[src/verilog/link_setup_pkg.sv]
package link_setup_pkg;
  // frequencies in MHz, lane rate in Mbps
  localparam int FREQ_W = 14;
  localparam int RATE_W = 18;
  localparam logic [FREQ_W-1:0] LO_BAND1_MIN = 14'd1500;
  localparam logic [FREQ_W-1:0] LO_BAND1_MAX = 14'd2250;
  localparam logic [FREQ_W-1:0] LO_BAND2_MIN = 14'd750;
  localparam logic [FREQ_W-1:0] LO_BAND3_MIN = 14'd420;
  localparam logic [FREQ_W-1:0] REF_BAND1_MIN = 14'd80;
  localparam logic [FREQ_W-1:0] REF_BAND2_MIN = 14'd160;
  localparam logic [FREQ_W-1:0] REF_BAND3_MIN = 14'd320;
  localparam logic [FREQ_W-1:0] REF_BAND4_MIN = 14'd640;
  localparam logic [FREQ_W-1:0] REF_BAND4_MAX = 14'd1000;
  localparam logic [FREQ_W-1:0] VCO_MIN = 14'd6000;
  localparam logic [FREQ_W-1:0] VCO_MAX = 14'd12000;
  localparam logic [7:0] FB_MIN = 8'd6;
  localparam logic [7:0] FB_MAX = 8'd127;
  localparam logic [RATE_W-1:0] LANE_MIN = 18'd1440;
  localparam logic [RATE_W-1:0] LANE_MAX = 18'd12380;
  localparam logic [RATE_W-1:0] CDR_BAND1_MAX = 18'd3090;
  localparam logic [RATE_W-1:0] CDR_BAND2_MAX = 18'd6190;
  localparam logic [4:0] SAMPLE_BITS = 5'd16;
  localparam logic [5:0] K_LONG = 6'd32;
  localparam logic [5:0] K_SHORT = 6'd16;
  localparam logic [4:0] LANE_RATE_MUL = 5'd20;
  localparam logic [3:0] PHYS_LANES = 4'd4;
  localparam logic [11:0] CFG_REG_FIRST = 12'h450;
  localparam logic [11:0] CFG_REG_LAST = 12'h45a;
  localparam logic [2:0] LINK_VERSION_RESET = 3'd1;
  // register map
  localparam logic [11:0] OUT_DIV_ADDR = 12'h08b;
  localparam logic [11:0] REF_DIV_ADDR = 12'h08c;
  localparam logic [11:0] LANE_OFF_ADDR = 12'h201;
  localparam logic [11:0] SERDES_PLL_ADDR = 12'h289;
  localparam logic [11:0] CTRL_ADDR = 12'h800;
  localparam logic [11:0] STATUS_ADDR = 12'h801;
  localparam logic [11:0] FREQ_DAC_ADDR = 12'h802;
  localparam logic [11:0] FREQ_REF_ADDR = 12'h803;
  localparam logic [11:0] LINK_ADDR = 12'h804;
  localparam logic [11:0] FEEDBACK_ADDR = 12'h805;
  localparam logic [11:0] PARAMS_ADDR = 12'h806;
  localparam logic [11:0] CHECKSUM_ADDR = 12'h807;
  localparam logic [11:0] POWER_ADDR = 12'h808;
  localparam logic [11:0] LANES_ADDR = 12'h809;
  localparam logic [7:0] SERDES_PLL_FIXED = 8'h04;
  localparam int CALC_CYCLES = 24;

  typedef struct packed {
    logic [11:0] addr;
    logic [31:0] wdata;
    logic wr;
    logic rd;
  } reg_req_t;

  typedef struct packed {
    logic [2:0] lo_sel;
    logic [2:0] ref_sel;
    logic [7:0] feedback;
    logic [1:0] interp;
    logic [3:0] lane_en;
    logic [3:0] lane_off;
    logic [7:0] checksum;
    logic [1:0] conv_pd;
    logic [1:0] clk_pd;
    logic cdr_rate;
    logic cdr_ovs;
    logic [1:0] pll_div;
    logic hd;
    logic [5:0] k;
    logic [3:0] m;
    logic [3:0] l;
    logic [3:0] s;
    logic [3:0] f;
  } setup_t;
endpackage : link_setup_pkg

[src/verilog/dac_link_setup_calc.sv]
// Implementation choice: the address-and-strobe port.
`timescale 1ns/10ps
// Functional notes
// - output divider code from converter rate band
// - reference divider code and factor from reference
// - oscillator is rate times two-power, 6-12 GHz
// - feedback count floor division, valid 6..127
// - interpolation codes 0..3 give 1,2,4,8
// - only modes 4,5,6,7,9,10 with table M,L,S,F
// - lane rate 20*data*M/L, 1.44-12.38 Gbps
// - HD is one exactly when F is one
// - N, Np 16; K 32 in modes 4, 9
// - scrambling flag follows scrambled data
// - link index fixed at zero
// - lane enable is 2^L minus one
// - unused physical lanes powered off by mask
// - checksum method matches transmitter; fields or registers
// - method zero sums fields, low eight bits
// - method one sums registers 0x450..0x45a
// - converter power-down from M and kept converter
// - clock power-down of idle converter
// - CDR settings from lane rate band
// - pll divide in low two bits of register
module dac_link_setup_calc (
  input wire logic mclk,
  input wire logic rst,
  input wire link_setup_pkg::reg_req_t req,
  output logic [31:0] rdata,
  output logic done,
  output logic cfg_error,
  output link_setup_pkg::setup_t setup
);
  import link_setup_pkg::*;

  // ----------------------------------------
  // software settings
  // ----------------------------------------
  logic [FREQ_W-1:0] dac_mhz_r;
  logic [FREQ_W-1:0] ref_mhz_r;
  logic [3:0] mode_r;
  logic [1:0] interp_r;
  logic k_short_r;
  logic scramble_r;
  logic subclass_r;
  logic checksum_method_r;
  logic keep_q_r;
  logic [2:0] version_r;
  logic [3:0] phys_map_r;
  logic start;

  assign start = req.wr && req.addr == CTRL_ADDR && req.wdata[0];

  always_ff @(posedge mclk) begin
    if (rst) begin
      dac_mhz_r <= '0;
      ref_mhz_r <= '0;
      mode_r <= 4'd4;
      interp_r <= 2'd0;
      k_short_r <= 1'b0;
      scramble_r <= 1'b0;
      subclass_r <= 1'b0;
      checksum_method_r <= 1'b0;
      keep_q_r <= 1'b0;
      version_r <= LINK_VERSION_RESET;
      phys_map_r <= 4'h0;
    end else if (req.wr) begin
      unique case (req.addr)
        FREQ_DAC_ADDR: dac_mhz_r <= req.wdata[FREQ_W-1:0];
        FREQ_REF_ADDR: ref_mhz_r <= req.wdata[FREQ_W-1:0];
        LINK_ADDR: begin
          mode_r <= req.wdata[3:0];
          interp_r <= req.wdata[5:4];
          k_short_r <= req.wdata[6];
          scramble_r <= req.wdata[7];
          subclass_r <= req.wdata[8];
          checksum_method_r <= req.wdata[9];
          keep_q_r <= req.wdata[10];
          version_r <= req.wdata[13:11];
          phys_map_r <= req.wdata[19:16];
        end
        default: ;
      endcase
    end
  end

  // ----------------------------------------
  // mode table
  // ----------------------------------------
  logic mode_ok;
  logic [3:0] m_v;
  logic [3:0] l_v;
  logic [3:0] s_v;
  logic [3:0] f_v;

  always_comb begin
    mode_ok = 1'b1;
    m_v = 4'd2;
    l_v = 4'd4;
    s_v = 4'd1;
    f_v = 4'd1;
    unique case (mode_r)
      4'd4: begin l_v = 4'd4; end
      4'd5: begin s_v = 4'd2; f_v = 4'd2; end
      4'd6: begin l_v = 4'd2; f_v = 4'd2; end
      4'd7: begin l_v = 4'd1; f_v = 4'd4; end
      4'd9: begin m_v = 4'd1; l_v = 4'd2; end
      4'd10: begin m_v = 4'd1; l_v = 4'd1; f_v = 4'd2; end
      default: mode_ok = 1'b0;
    endcase
  end

  // ----------------------------------------
  // derivation
  // ----------------------------------------
  logic [2:0] lo_sel;
  logic [2:0] ref_sel;
  logic band_ok;
  logic [FREQ_W+3:0] vco;
  logic [RATE_W+7:0] lane_prod;
  logic [RATE_W+7:0] lane_rate;
  logic [5:0] k_v;
  logic k_ok;
  logic hd_v;

  always_comb begin
    band_ok = 1'b1;
    lo_sel = 3'd0;
    if (dac_mhz_r >= LO_BAND1_MIN && dac_mhz_r <= LO_BAND1_MAX) lo_sel = 3'd1;
    else if (dac_mhz_r >= LO_BAND2_MIN && dac_mhz_r < LO_BAND1_MIN) lo_sel = 3'd2;
    else if (dac_mhz_r >= LO_BAND3_MIN && dac_mhz_r < LO_BAND2_MIN) lo_sel = 3'd3;
    else band_ok = 1'b0;
    ref_sel = 3'd0;
    if (ref_mhz_r >= REF_BAND1_MIN && ref_mhz_r < REF_BAND2_MIN) ref_sel = 3'd1;
    else if (ref_mhz_r >= REF_BAND2_MIN && ref_mhz_r < REF_BAND3_MIN) ref_sel = 3'd2;
    else if (ref_mhz_r >= REF_BAND3_MIN && ref_mhz_r < REF_BAND4_MIN) ref_sel = 3'd3;
    else if (ref_mhz_r >= REF_BAND4_MIN && ref_mhz_r <= REF_BAND4_MAX) ref_sel = 3'd4;
    else band_ok = 1'b0;
  end

  assign vco = {4'h0, dac_mhz_r} << (lo_sel + 3'd1);
  // data rate in MHz times 20*M/L gives Mbps
  assign lane_prod = 26'((({12'h000, dac_mhz_r} >> interp_r) * LANE_RATE_MUL) * m_v);
  assign lane_rate = lane_prod / {22'h0, l_v};
  assign k_v = (k_short_r && mode_r != 4'd4 && mode_r != 4'd9) ? K_SHORT : K_LONG;
  assign k_ok = 1'b1;
  assign hd_v = (f_v == 4'd1);

  // feedback count: floor(dac / (2*ref/2^ref_sel)) by restoring division
  logic [FREQ_W+4:0] num_r;
  logic [FREQ_W+4:0] den_r;
  logic [FREQ_W+4:0] rem_r;
  logic [7:0] quo_r;
  logic [4:0] step_r;

  typedef enum {IDLE, DIVIDE, FINISH} calc_st_t;
  calc_st_t st_r;
  calc_st_t st_nxt;

  always_comb begin
    st_nxt = st_r;
    unique case (st_r)
      IDLE: if (start) st_nxt = DIVIDE;
      DIVIDE: if (step_r == 5'd0) st_nxt = FINISH;
      FINISH: st_nxt = IDLE;
    endcase
  end

  always_ff @(posedge mclk) begin
    if (rst) st_r <= IDLE;
    else st_r <= st_nxt;
  end

  // dac*2^ref_sel / (2*ref): quotient over 8 bits, saturating flagged below
  always_ff @(posedge mclk) begin
    if (rst) begin
      num_r <= '0;
      den_r <= '0;
      rem_r <= '0;
      quo_r <= '0;
      step_r <= '0;
    end else if (st_r == IDLE && start) begin
      num_r <= {5'h00, dac_mhz_r} << ref_sel;
      den_r <= {4'h0, ref_mhz_r, 1'b0};
      rem_r <= '0;
      quo_r <= '0;
      step_r <= 5'd18;
    end else if (st_r == DIVIDE) begin
      // saturation is sticky: a quotient bit of weight 256 or more would otherwise shift out
      if ({rem_r[FREQ_W+3:0], num_r[FREQ_W+4]} >= den_r) begin
        rem_r <= {rem_r[FREQ_W+3:0], num_r[FREQ_W+4]} - den_r;
        quo_r <= (step_r >= 5'd8 || quo_r[7]) ? 8'hff : {quo_r[6:0], 1'b1};
      end else begin
        rem_r <= {rem_r[FREQ_W+3:0], num_r[FREQ_W+4]};
        quo_r <= quo_r[7] ? 8'hff : {quo_r[6:0], 1'b0};
      end
      num_r <= {num_r[FREQ_W+3:0], 1'b0};
      if (step_r != 5'd0) step_r <= step_r - 5'd1;
    end
  end

  // ----------------------------------------
  // checksum
  // ----------------------------------------
  function automatic logic [7:0] field_sum(input logic [3:0] l, input logic [3:0] m, input logic [5:0] k,
                                           input logic [3:0] s, input logic scr, input logic hd,
                                           input logic sub, input logic [2:0] ver);
    field_sum = 8'(l - 4'd1) + 8'(m - 4'd1) + 8'(k - 6'd1) + 8'(SAMPLE_BITS - 5'd1) * 8'd2
              + 8'(s - 4'd1) + {7'h0, scr} + {7'h0, hd} + {7'h0, sub} + {5'h0, ver};
  endfunction : field_sum

  // packed layout of the lane-zero configuration table, index 0 at CFG_REG_FIRST
  function automatic logic [7:0] cfg_reg(input logic [3:0] idx, input logic [3:0] l, input logic [3:0] m,
                                         input logic [5:0] k, input logic [3:0] s, input logic [3:0] f,
                                         input logic scr, input logic hd, input logic sub,
                                         input logic [2:0] ver);
    unique case (idx)
      4'd3: cfg_reg = {scr, 2'b00, 5'(l - 4'd1)};
      4'd4: cfg_reg = 8'(f - 4'd1);
      4'd5: cfg_reg = {3'b000, 5'(k - 6'd1)};
      4'd6: cfg_reg = 8'(m - 4'd1);
      4'd7: cfg_reg = {3'b000, 5'(SAMPLE_BITS - 5'd1)};
      4'd8: cfg_reg = {2'b00, sub, 5'(SAMPLE_BITS - 5'd1)};
      4'd9: cfg_reg = {ver, 5'(s - 4'd1)};
      4'd10: cfg_reg = {hd, 7'h00};
      default: cfg_reg = 8'h00;
    endcase
  endfunction : cfg_reg

  logic [7:0] reg_sum;
  always_comb begin
    reg_sum = 8'h00;
    for (int i = 0; i <= int'(CFG_REG_LAST - CFG_REG_FIRST); i++) begin
      reg_sum = reg_sum + cfg_reg(4'(i), l_v, m_v, k_v, s_v, f_v, scramble_r, hd_v, subclass_r, version_r);
    end
  end

  logic [7:0] checksum_v;
  assign checksum_v = checksum_method_r ? reg_sum
                    : field_sum(l_v, m_v, k_v, s_v, scramble_r, hd_v, subclass_r, version_r);

  // ----------------------------------------
  // result capture
  // ----------------------------------------
  logic ok;
  assign ok = mode_ok && band_ok && k_ok
           && vco >= {4'h0, VCO_MIN} && vco <= {4'h0, VCO_MAX}
           && quo_r >= FB_MIN && quo_r <= FB_MAX
           && lane_rate >= {8'h00, LANE_MIN} && lane_rate <= {8'h00, LANE_MAX};

  always_ff @(posedge mclk) begin
    if (rst) begin
      done <= 1'b0;
      cfg_error <= 1'b0;
      setup <= '0;
    end else begin
      done <= (st_r == FINISH);
      if (st_r == FINISH) begin
        cfg_error <= !ok;
        if (ok) begin
          setup.lo_sel <= lo_sel;
          setup.ref_sel <= ref_sel;
          setup.feedback <= quo_r;
          setup.interp <= interp_r;
          setup.lane_en <= 4'((5'd1 << l_v) - 5'd1);
          setup.lane_off <= ~phys_map_r;
          setup.checksum <= checksum_v;
          setup.conv_pd <= (m_v == 4'd2) ? 2'b00 : (keep_q_r ? 2'b10 : 2'b01);
          setup.clk_pd <= (m_v == 4'd2) ? 2'b00 : (keep_q_r ? 2'b10 : 2'b01);
          if (lane_rate <= {8'h00, CDR_BAND1_MAX}) begin
            setup.cdr_rate <= 1'b0;
            setup.cdr_ovs <= 1'b1;
            setup.pll_div <= 2'd2;
          end else if (lane_rate <= {8'h00, CDR_BAND2_MAX}) begin
            setup.cdr_rate <= 1'b0;
            setup.cdr_ovs <= 1'b0;
            setup.pll_div <= 2'd1;
          end else begin
            setup.cdr_rate <= 1'b1;
            setup.cdr_ovs <= 1'b0;
            setup.pll_div <= 2'd0;
          end
          setup.hd <= hd_v;
          setup.k <= k_v;
          setup.m <= m_v;
          setup.l <= l_v;
          setup.s <= s_v;
          setup.f <= f_v;
        end
      end
    end
  end

  // ----------------------------------------
  // read port
  // ----------------------------------------
  always_ff @(posedge mclk) begin
    if (rst) rdata <= '0;
    else if (req.rd) begin
      unique case (req.addr)
        OUT_DIV_ADDR: rdata <= {29'h0, setup.lo_sel};
        REF_DIV_ADDR: rdata <= {29'h0, setup.ref_sel};
        LANE_OFF_ADDR: rdata <= {28'h0, setup.lane_off};
        SERDES_PLL_ADDR: rdata <= {24'h0, SERDES_PLL_FIXED | {6'h00, setup.pll_div}};
        STATUS_ADDR: rdata <= {29'h0, st_r != IDLE, cfg_error, done};
        FREQ_DAC_ADDR: rdata <= {18'h0, dac_mhz_r};
        FREQ_REF_ADDR: rdata <= {18'h0, ref_mhz_r};
        LINK_ADDR: rdata <= {12'h0, phys_map_r, 2'b00, version_r, keep_q_r, checksum_method_r,
                             subclass_r, scramble_r, k_short_r, interp_r, mode_r};
        FEEDBACK_ADDR: rdata <= {24'h0, setup.feedback};
        PARAMS_ADDR: rdata <= {7'h0, setup.hd, 2'b00, setup.k, setup.m, setup.l, setup.s, setup.f};
        CHECKSUM_ADDR: rdata <= {24'h0, setup.checksum};
        POWER_ADDR: rdata <= {26'h0, setup.cdr_rate, setup.cdr_ovs, setup.clk_pd, setup.conv_pd};
        LANES_ADDR: rdata <= {28'h0, setup.lane_en};
        default: rdata <= '0;
      endcase
    end else rdata <= '0;
  end
endmodule : dac_link_setup_calc

[config.mk]
export PLATFORM = sky130hd
export DESIGN_NAME = dac_link_setup_calc
export DESIGN_NICKNAME = d
export VERILOG_FILES = /design/src/verilog/link_setup_pkg.sv /design/src/verilog/dac_link_setup_calc.sv
export SDC_FILE = /design/constraint.sdc
export NUM_CORES = 1
export LEC_CHECK = 0
export ABC_AREA = 1
export ABC_CLOCK_PERIOD_IN_PS = 124600
export CAP_MARGIN = 20
export CORE_AREA = 10 10 224 333
export CTS_CLUSTER_SIZE = 16
export DETAILED_ROUTE_END_ITERATION = 10
export DIE_AREA = 0 0 234 343
export DONT_BUFFER_PORTS = 1
export HOLD_SLACK_MARGIN = 0.03
export PLACE_DENSITY_LB_ADDON = 0.08
export SETUP_SLACK_MARGIN = 0.4
export SKIP_CTS_REPAIR_TIMING = 1
export SLEW_MARGIN = 15
export SYNTH_ARGS = -nofsm -noshare
export SYNTH_HDL_FRONTEND = slang
export SYNTH_SLANG_ARGS = --single-unit
export TNS_END_PERCENT = 10
[constraint.sdc]
create_clock -name mclk -period 124.6 [get_ports mclk]
set_input_delay 12.46 -clock mclk [delete_from_list [all_inputs] [get_ports mclk]]
set_output_delay 12.46 -clock mclk [all_outputs]
set_load 0.01 [all_outputs]
## Word-level counts from Yosys, hierarchy flattened

Index checks and enable logic that the tools add are counted.

- Latch bits: 0
- Output and inout port bits: 97
- Flip-flop bits (word level): 237
- Bits in writable memories: 0
- ROM bits: 0
- Memories: 0
- Word-level logic and storage cells: 208

- Reduce and logical (&&, ||, !) cells: 42
- Divide/modulo/power cells: 1
- Multiply operators: 2
- Add/subtract/negate cells: 27
- Order comparisons: 24
- Bitwise operators: 2
- Equal/unequal tests: 30
- Shift operators: 4
- Muxes and demuxes: 38

Operators with widths:

| operator | count |
|---|---|
| 25-bit case mux with 13 select lines | 1 |
| 12-bit equality test (second input constant) | 10 |
| 32-bit case mux with 3 select lines | 1 |
| 32-bit by 2-bit equality test with 1-bit output (second input constant) | 2 |
| 32-bit logical NOT | 2 |
| 32-bit 2-to-1 mux | 2 |
| 8-bit adder | 5 |
| 19-bit 2-to-1 mux | 2 |
| 32-bit by 1-bit equality test with 1-bit output (second input constant) | 1 |
| 32-bit by 3-bit equality test with 1-bit output (second input constant) | 1 |
| 8-bit 2-to-1 mux | 4 |
| 32-bit nonzero test | 1 |
| 14-bit by 10-bit >= comparator with 1-bit output (second input constant) | 2 |
| 14-bit by 9-bit >= comparator with 1-bit output (second input constant) | 2 |
| 14-bit by 10-bit less-than comparator with 1-bit output (second input constant) | 2 |
| 26-bit by 4-bit divider with 26-bit output | 1 |
| 26-bit by 11-bit >= comparator with 1-bit output (second input constant) | 1 |
| 26-bit by 12-bit less-or-equal comparator with 1-bit output (second input constant) | 1 |
| 26-bit by 13-bit less-or-equal comparator with 1-bit output (second input constant) | 1 |
| 26-bit by 14-bit less-or-equal comparator with 1-bit output (second input constant) | 1 |
| 26-bit by 3-bit multiplier with 24-bit output (second input constant) | 1 |
| 14-bit by 2-bit >> shifter with 26-bit output | 1 |
| 8-bit by 1-bit adder with 8-bit output | 3 |
| 12-bit by 10-bit equality test with 1-bit output (second input constant) | 2 |
| 61 further kinds | 120 |

## Logic depth before layout (Yosys ltp)

- Depth after elaboration: 17
- Depth in mapped cells: 309
- Depth with buffers taken out: 291

## Least setup slack after synthesis

No wires, ideal clock.

- Path kind: register to register
- From: register interp_r[0]
- To: register setup[22] in the netlist's numbering
- Data arrival time: 40.774 ns
- Path slack: 83.713 ns
- Library setup time: 0.113 ns
- Required time: 124.487 ns
- Stages on the path, launching flop included: 285
- Period minus slack after synthesis: 40.887 ns
- Path through: dfxtp_1 -> buf_6 -> buf_8 -> o21ai_0 -> mux2i_1 -> ha_1 -> ha_1 -> inv_1 -> fa_1 -> inv_1 -> nand3_2 -> nand2_4 -> nand2_1 -> nand3_1 -> nand2_2 -> nor2_2 -> inv_2 -> nor2_2 -> [... 249 more ...] -> nor2_4 -> nor2_4 -> nand2_2 -> nor2_4 -> nand2_4 -> inv_2 -> nand2_1 -> o21ai_0 -> ha_1 -> nand3_1 -> nor2_2 -> nor2_2 -> nand4_4 -> nand2_4 -> nand2_4 -> buf_4 -> o21ai_1 -> nor2_1

- Longest elaborated chain between the ends: 8
- Elaborated cells on any way between the ends: 9
- Classes of those cells: 2 x mul; 1 x div; 2 x order compare; 1 x shift; 3 x reduce/logical

RTL lines:

| item | RTL line | source |
|---|---|---|
| start: declaration | dac_link_setup_calc.sv:41 | `logic [1:0] interp_r;` |
| start signal: assignment | dac_link_setup_calc.sv:72 | `interp_r <= req.wdata[5:4];` |
| 14-bit by 2-bit >> shifter with 26-bit output (*) | dac_link_setup_calc.sv:142 | `assign lane_prod = 26'((({12'h000, dac_mhz_r} >> interp_r) * LANE_RATE_MUL) * m_v);` |
| 26-bit by 3-bit multiplier with 24-bit output (*) | dac_link_setup_calc.sv:142 |  |
| 24-bit by 4-bit multiplier with 24-bit output (*) | dac_link_setup_calc.sv:142 |  |
| 26-bit by 4-bit divider with 26-bit output (*) | dac_link_setup_calc.sv:143 | `assign lane_rate = lane_prod / {22'h0, l_v};` |
| 26-bit by 11-bit >= comparator with 1-bit output | dac_link_setup_calc.sv:248 | `&& lane_rate >= {8'h00, LANE_MIN} && lane_rate <= {8'h00, LANE_MAX};` |
| 1-bit logical AND | dac_link_setup_calc.sv:248 |  |
| 1-bit logical AND (*) | dac_link_setup_calc.sv:248 |  |
| 2-bit AND reduction (no source line) (*) | - |  |
| end: declaration | dac_link_setup_calc.sv:31 | `output link_setup_pkg::setup_t setup` |

Every way passes the cells marked *; elsewhere a longest branch is shown, timed or not.
A chain may end at the register's enable or synchronous reset.

## Worst setup path in the final report

- From: register interp_r[1]
- To: register setup[55] in the netlist's numbering

The elaborated chain is that of the path after synthesis.

==> run summary <==
Skew-Pair Late Insertion Delay = 450 ps
CP Capture Type = flop
Mapped Avg Cell Area = 6.15 µm²
Via density = 5.17
Slowest-stage cell, CP = dfxtp_1
Clk slew on worst S/H paths = 70 ps
Die span in x = 234 µm
Area grow syn2layout = 2.85%
Final wirelength = 91,000 µm
Post-synthesis cell count = 4,640
Area contributors post-synth = nand2_1 (14%), dfxtp_1 (13%), inv_1 (8.8%), ha_1 (7.0%), nor2_1 (5.9%)
Routed Antenna Nets = 0
#FFs+latches synth = 182
Setup TNS = 0 ps
Top achievable clock speed = 19.6 MHz
RSZ-0062 raised after global routing = false
Worst path required time = 124,920 ps
Mapped Area = 28,500 µm²
Max_cap viols = 0
Worst setup SP type = flop
Area leader, netlist = nand2_1
FF/Latch Area = 3640 µm²
Max FO, Critical Path = 36
Placer congestion estimate = 0.970
Cell family with most CP delay = simple AND/OR/NAND/NOR gates
Slew @ Worst Pin = 1110 ps
I/O Pins = 145
Peak VDD IR = 0.0240 mV
Area occupied by multi-input gates = 21,000 µm²
Via count = 28,332
WL/cell = 16.6 µm
Sink Count = 182
Global-route wire length before repair = 144,000 µm
DP Area = 28,800 µm²
DRC = 0
Number of synthesized flops with an enable pin = 0
Crit path buffers/inverters = 46
Crit path time final = 51,080 ps
Crit Path Class = flop to flop
Fin util = 42.9%
Post-route clock period utilization = 41.0%
Synth unique cells = 84
Number of port buffers = 0
Commonest non-fill, non-tap cells in the layout = nand2_1 (1,046), inv_1 (672), nor2_1 (444), nand3_1 (322), o21ai_0 (260)
Hold WC Path Type = flop to flop
Placed cells = 5,451
P_leak = 15.1 nW
Cell Count, Final, Fillers Out = 5,484
Yosys top cell area share = 13.8%
GRT Residual Overflow = 0
Worst hold slack = 459 ps
Initial antenna violation count = 0
Most used cell, CP = nand2_1
Fraction of registers with async set/reset = 0%
Hold Fails Final Rpt = 0
Total GRT Usage = 22.1%
Top FF cell, synth = dfxtp_1
Commonest non-fill, non-tap cell in the layout = nand2_1
Clk buf depth = 2
Die H = 343 µm
Setup skew after layout = 13.5 ps
Max transition margin = 25.6%
Run status = completed
Clock root cell = clkbuf_16
Max stage delay on crit path = 730 ps
Register area share after synthesis = 12.8%
Vias in the first global route = 27,221
Worst Path Arrival = 51,400 ps
CTS H-tree depth = 4
HPWL Detailed = 76,000 µm
Core area = 68,500 µm²
Max-slew violations = 0
Largest net degree at the start of global routing = 93
Iteration-0 DRC count of the detailed router = 1,541
Final nets = 4,788
Starting density of the core = 41.7%
Filler cells = 7,672
Fraction of layout cells with a size suffix above 1 = 15.4%
Die area = 80,300 µm²
Synth warnings = 0
# rows = 118
Router iterations before antenna repair = 6
Final Cell Area = 29,400 µm²
PD cells = 24.7 nW/µm²
CTS Buf Count = 17
Endpoints failing setup = 0
TritonCTS clock tree = done
==> stage by stage <==
step	power (mW)	setup WS (ps)
finish	0.725	73520
global placement	0.671	73360
floorplan	0.558	83710
detailed placement	0.673	73140
CTS	0.730	73020
global route	0.805	68270
==> registers in the layout, indices dropped and copies added (netlist names), 2 cells and up <==
name	count
step_r	5
setup	47
phys_map_r	4
den_r	14
rem_r	18
num_r	19
st_r	2
quo_r	8
mode_r	4
interp_r	2
rdata	21
ref_mhz_r	14
dac_mhz_r	14
version_r	3
==> power breakdown <==
part | leakage [nW] | internal [mW] | switching [mW]
sequential | 1.47 | 0.0631 | 0.00353
clock | 0.289 | 0.0296 | 0.0251
combinational | 13.3 | 0.184 | 0.420
total | 15.1 | 0.277 | 0.449
==> logic make-up (layout without fill, tap and decap cells) <==
family          Yosys count  in the layout  synth area share, %
simple gates           2588           2588                 47.7
buf+inv                 899            805                 14.3
compound gates          706            706                 14.6
flops                   182            182                 12.8
fa+ha+maj               169            169                 7.67
xor+xnor                 86             86                 2.64
mux                       8              8                0.285
other cells               2             40               0.0263
==> worst min-delay path: stages (launching register included) <==
cell	delay, ps
dfxtp_1	310
nand2_1	60
a21oi_1	50
==> synth_stat cells (all sizes together), types with 59 or more instances <==
cell type,n
inv,732
nand2,1304
xor2,59
dfxtp,182
nor3,61
clkbuf,60
nor2,560
nand4,156
a21oi,179
nand3,436
buf,79
o21ai,370
ha,159
==> cell type report <==
cell class	instances	area share [%]
Antenna cell	1	0.00852
Clock buffer	21	1.60
Clock inverter	10	0.392
Inverter	760	9.98
Multi-Input combinational cell	3596	71.4
Sequential cell	182	12.4
Tap cell	900	3.84
Timing Repair Buffer	14	0.358
==> routing by layer <==
| layer | track usage (%) | vias to the layer above | part of all wire [%] |
|---|---|---|---|
| li1 | - | 14927 | - |
| met1 | 23.6 | 12770 | 40 |
| met5 | 0 | - | 0 |
| met4 | 7.99 | 0 | 3.6 |
| met2 | 42.7 | 502 | 52 |
| met3 | 3.17 | 133 | 4.5 |
==> path summary, 6_finish.rpt <==
check	from	end	slack, ps	depth (start not counted)
max	interp_r[1]	setup[55]	73520	262
min	num_r[17]	num_r[17]	460	2
max reg2reg	interp_r[1]	setup[55]	73520	262
min reg2reg	num_r[17]	num_r[17]	460	2
No activity file was read; power rests on OpenSTA's default activity.
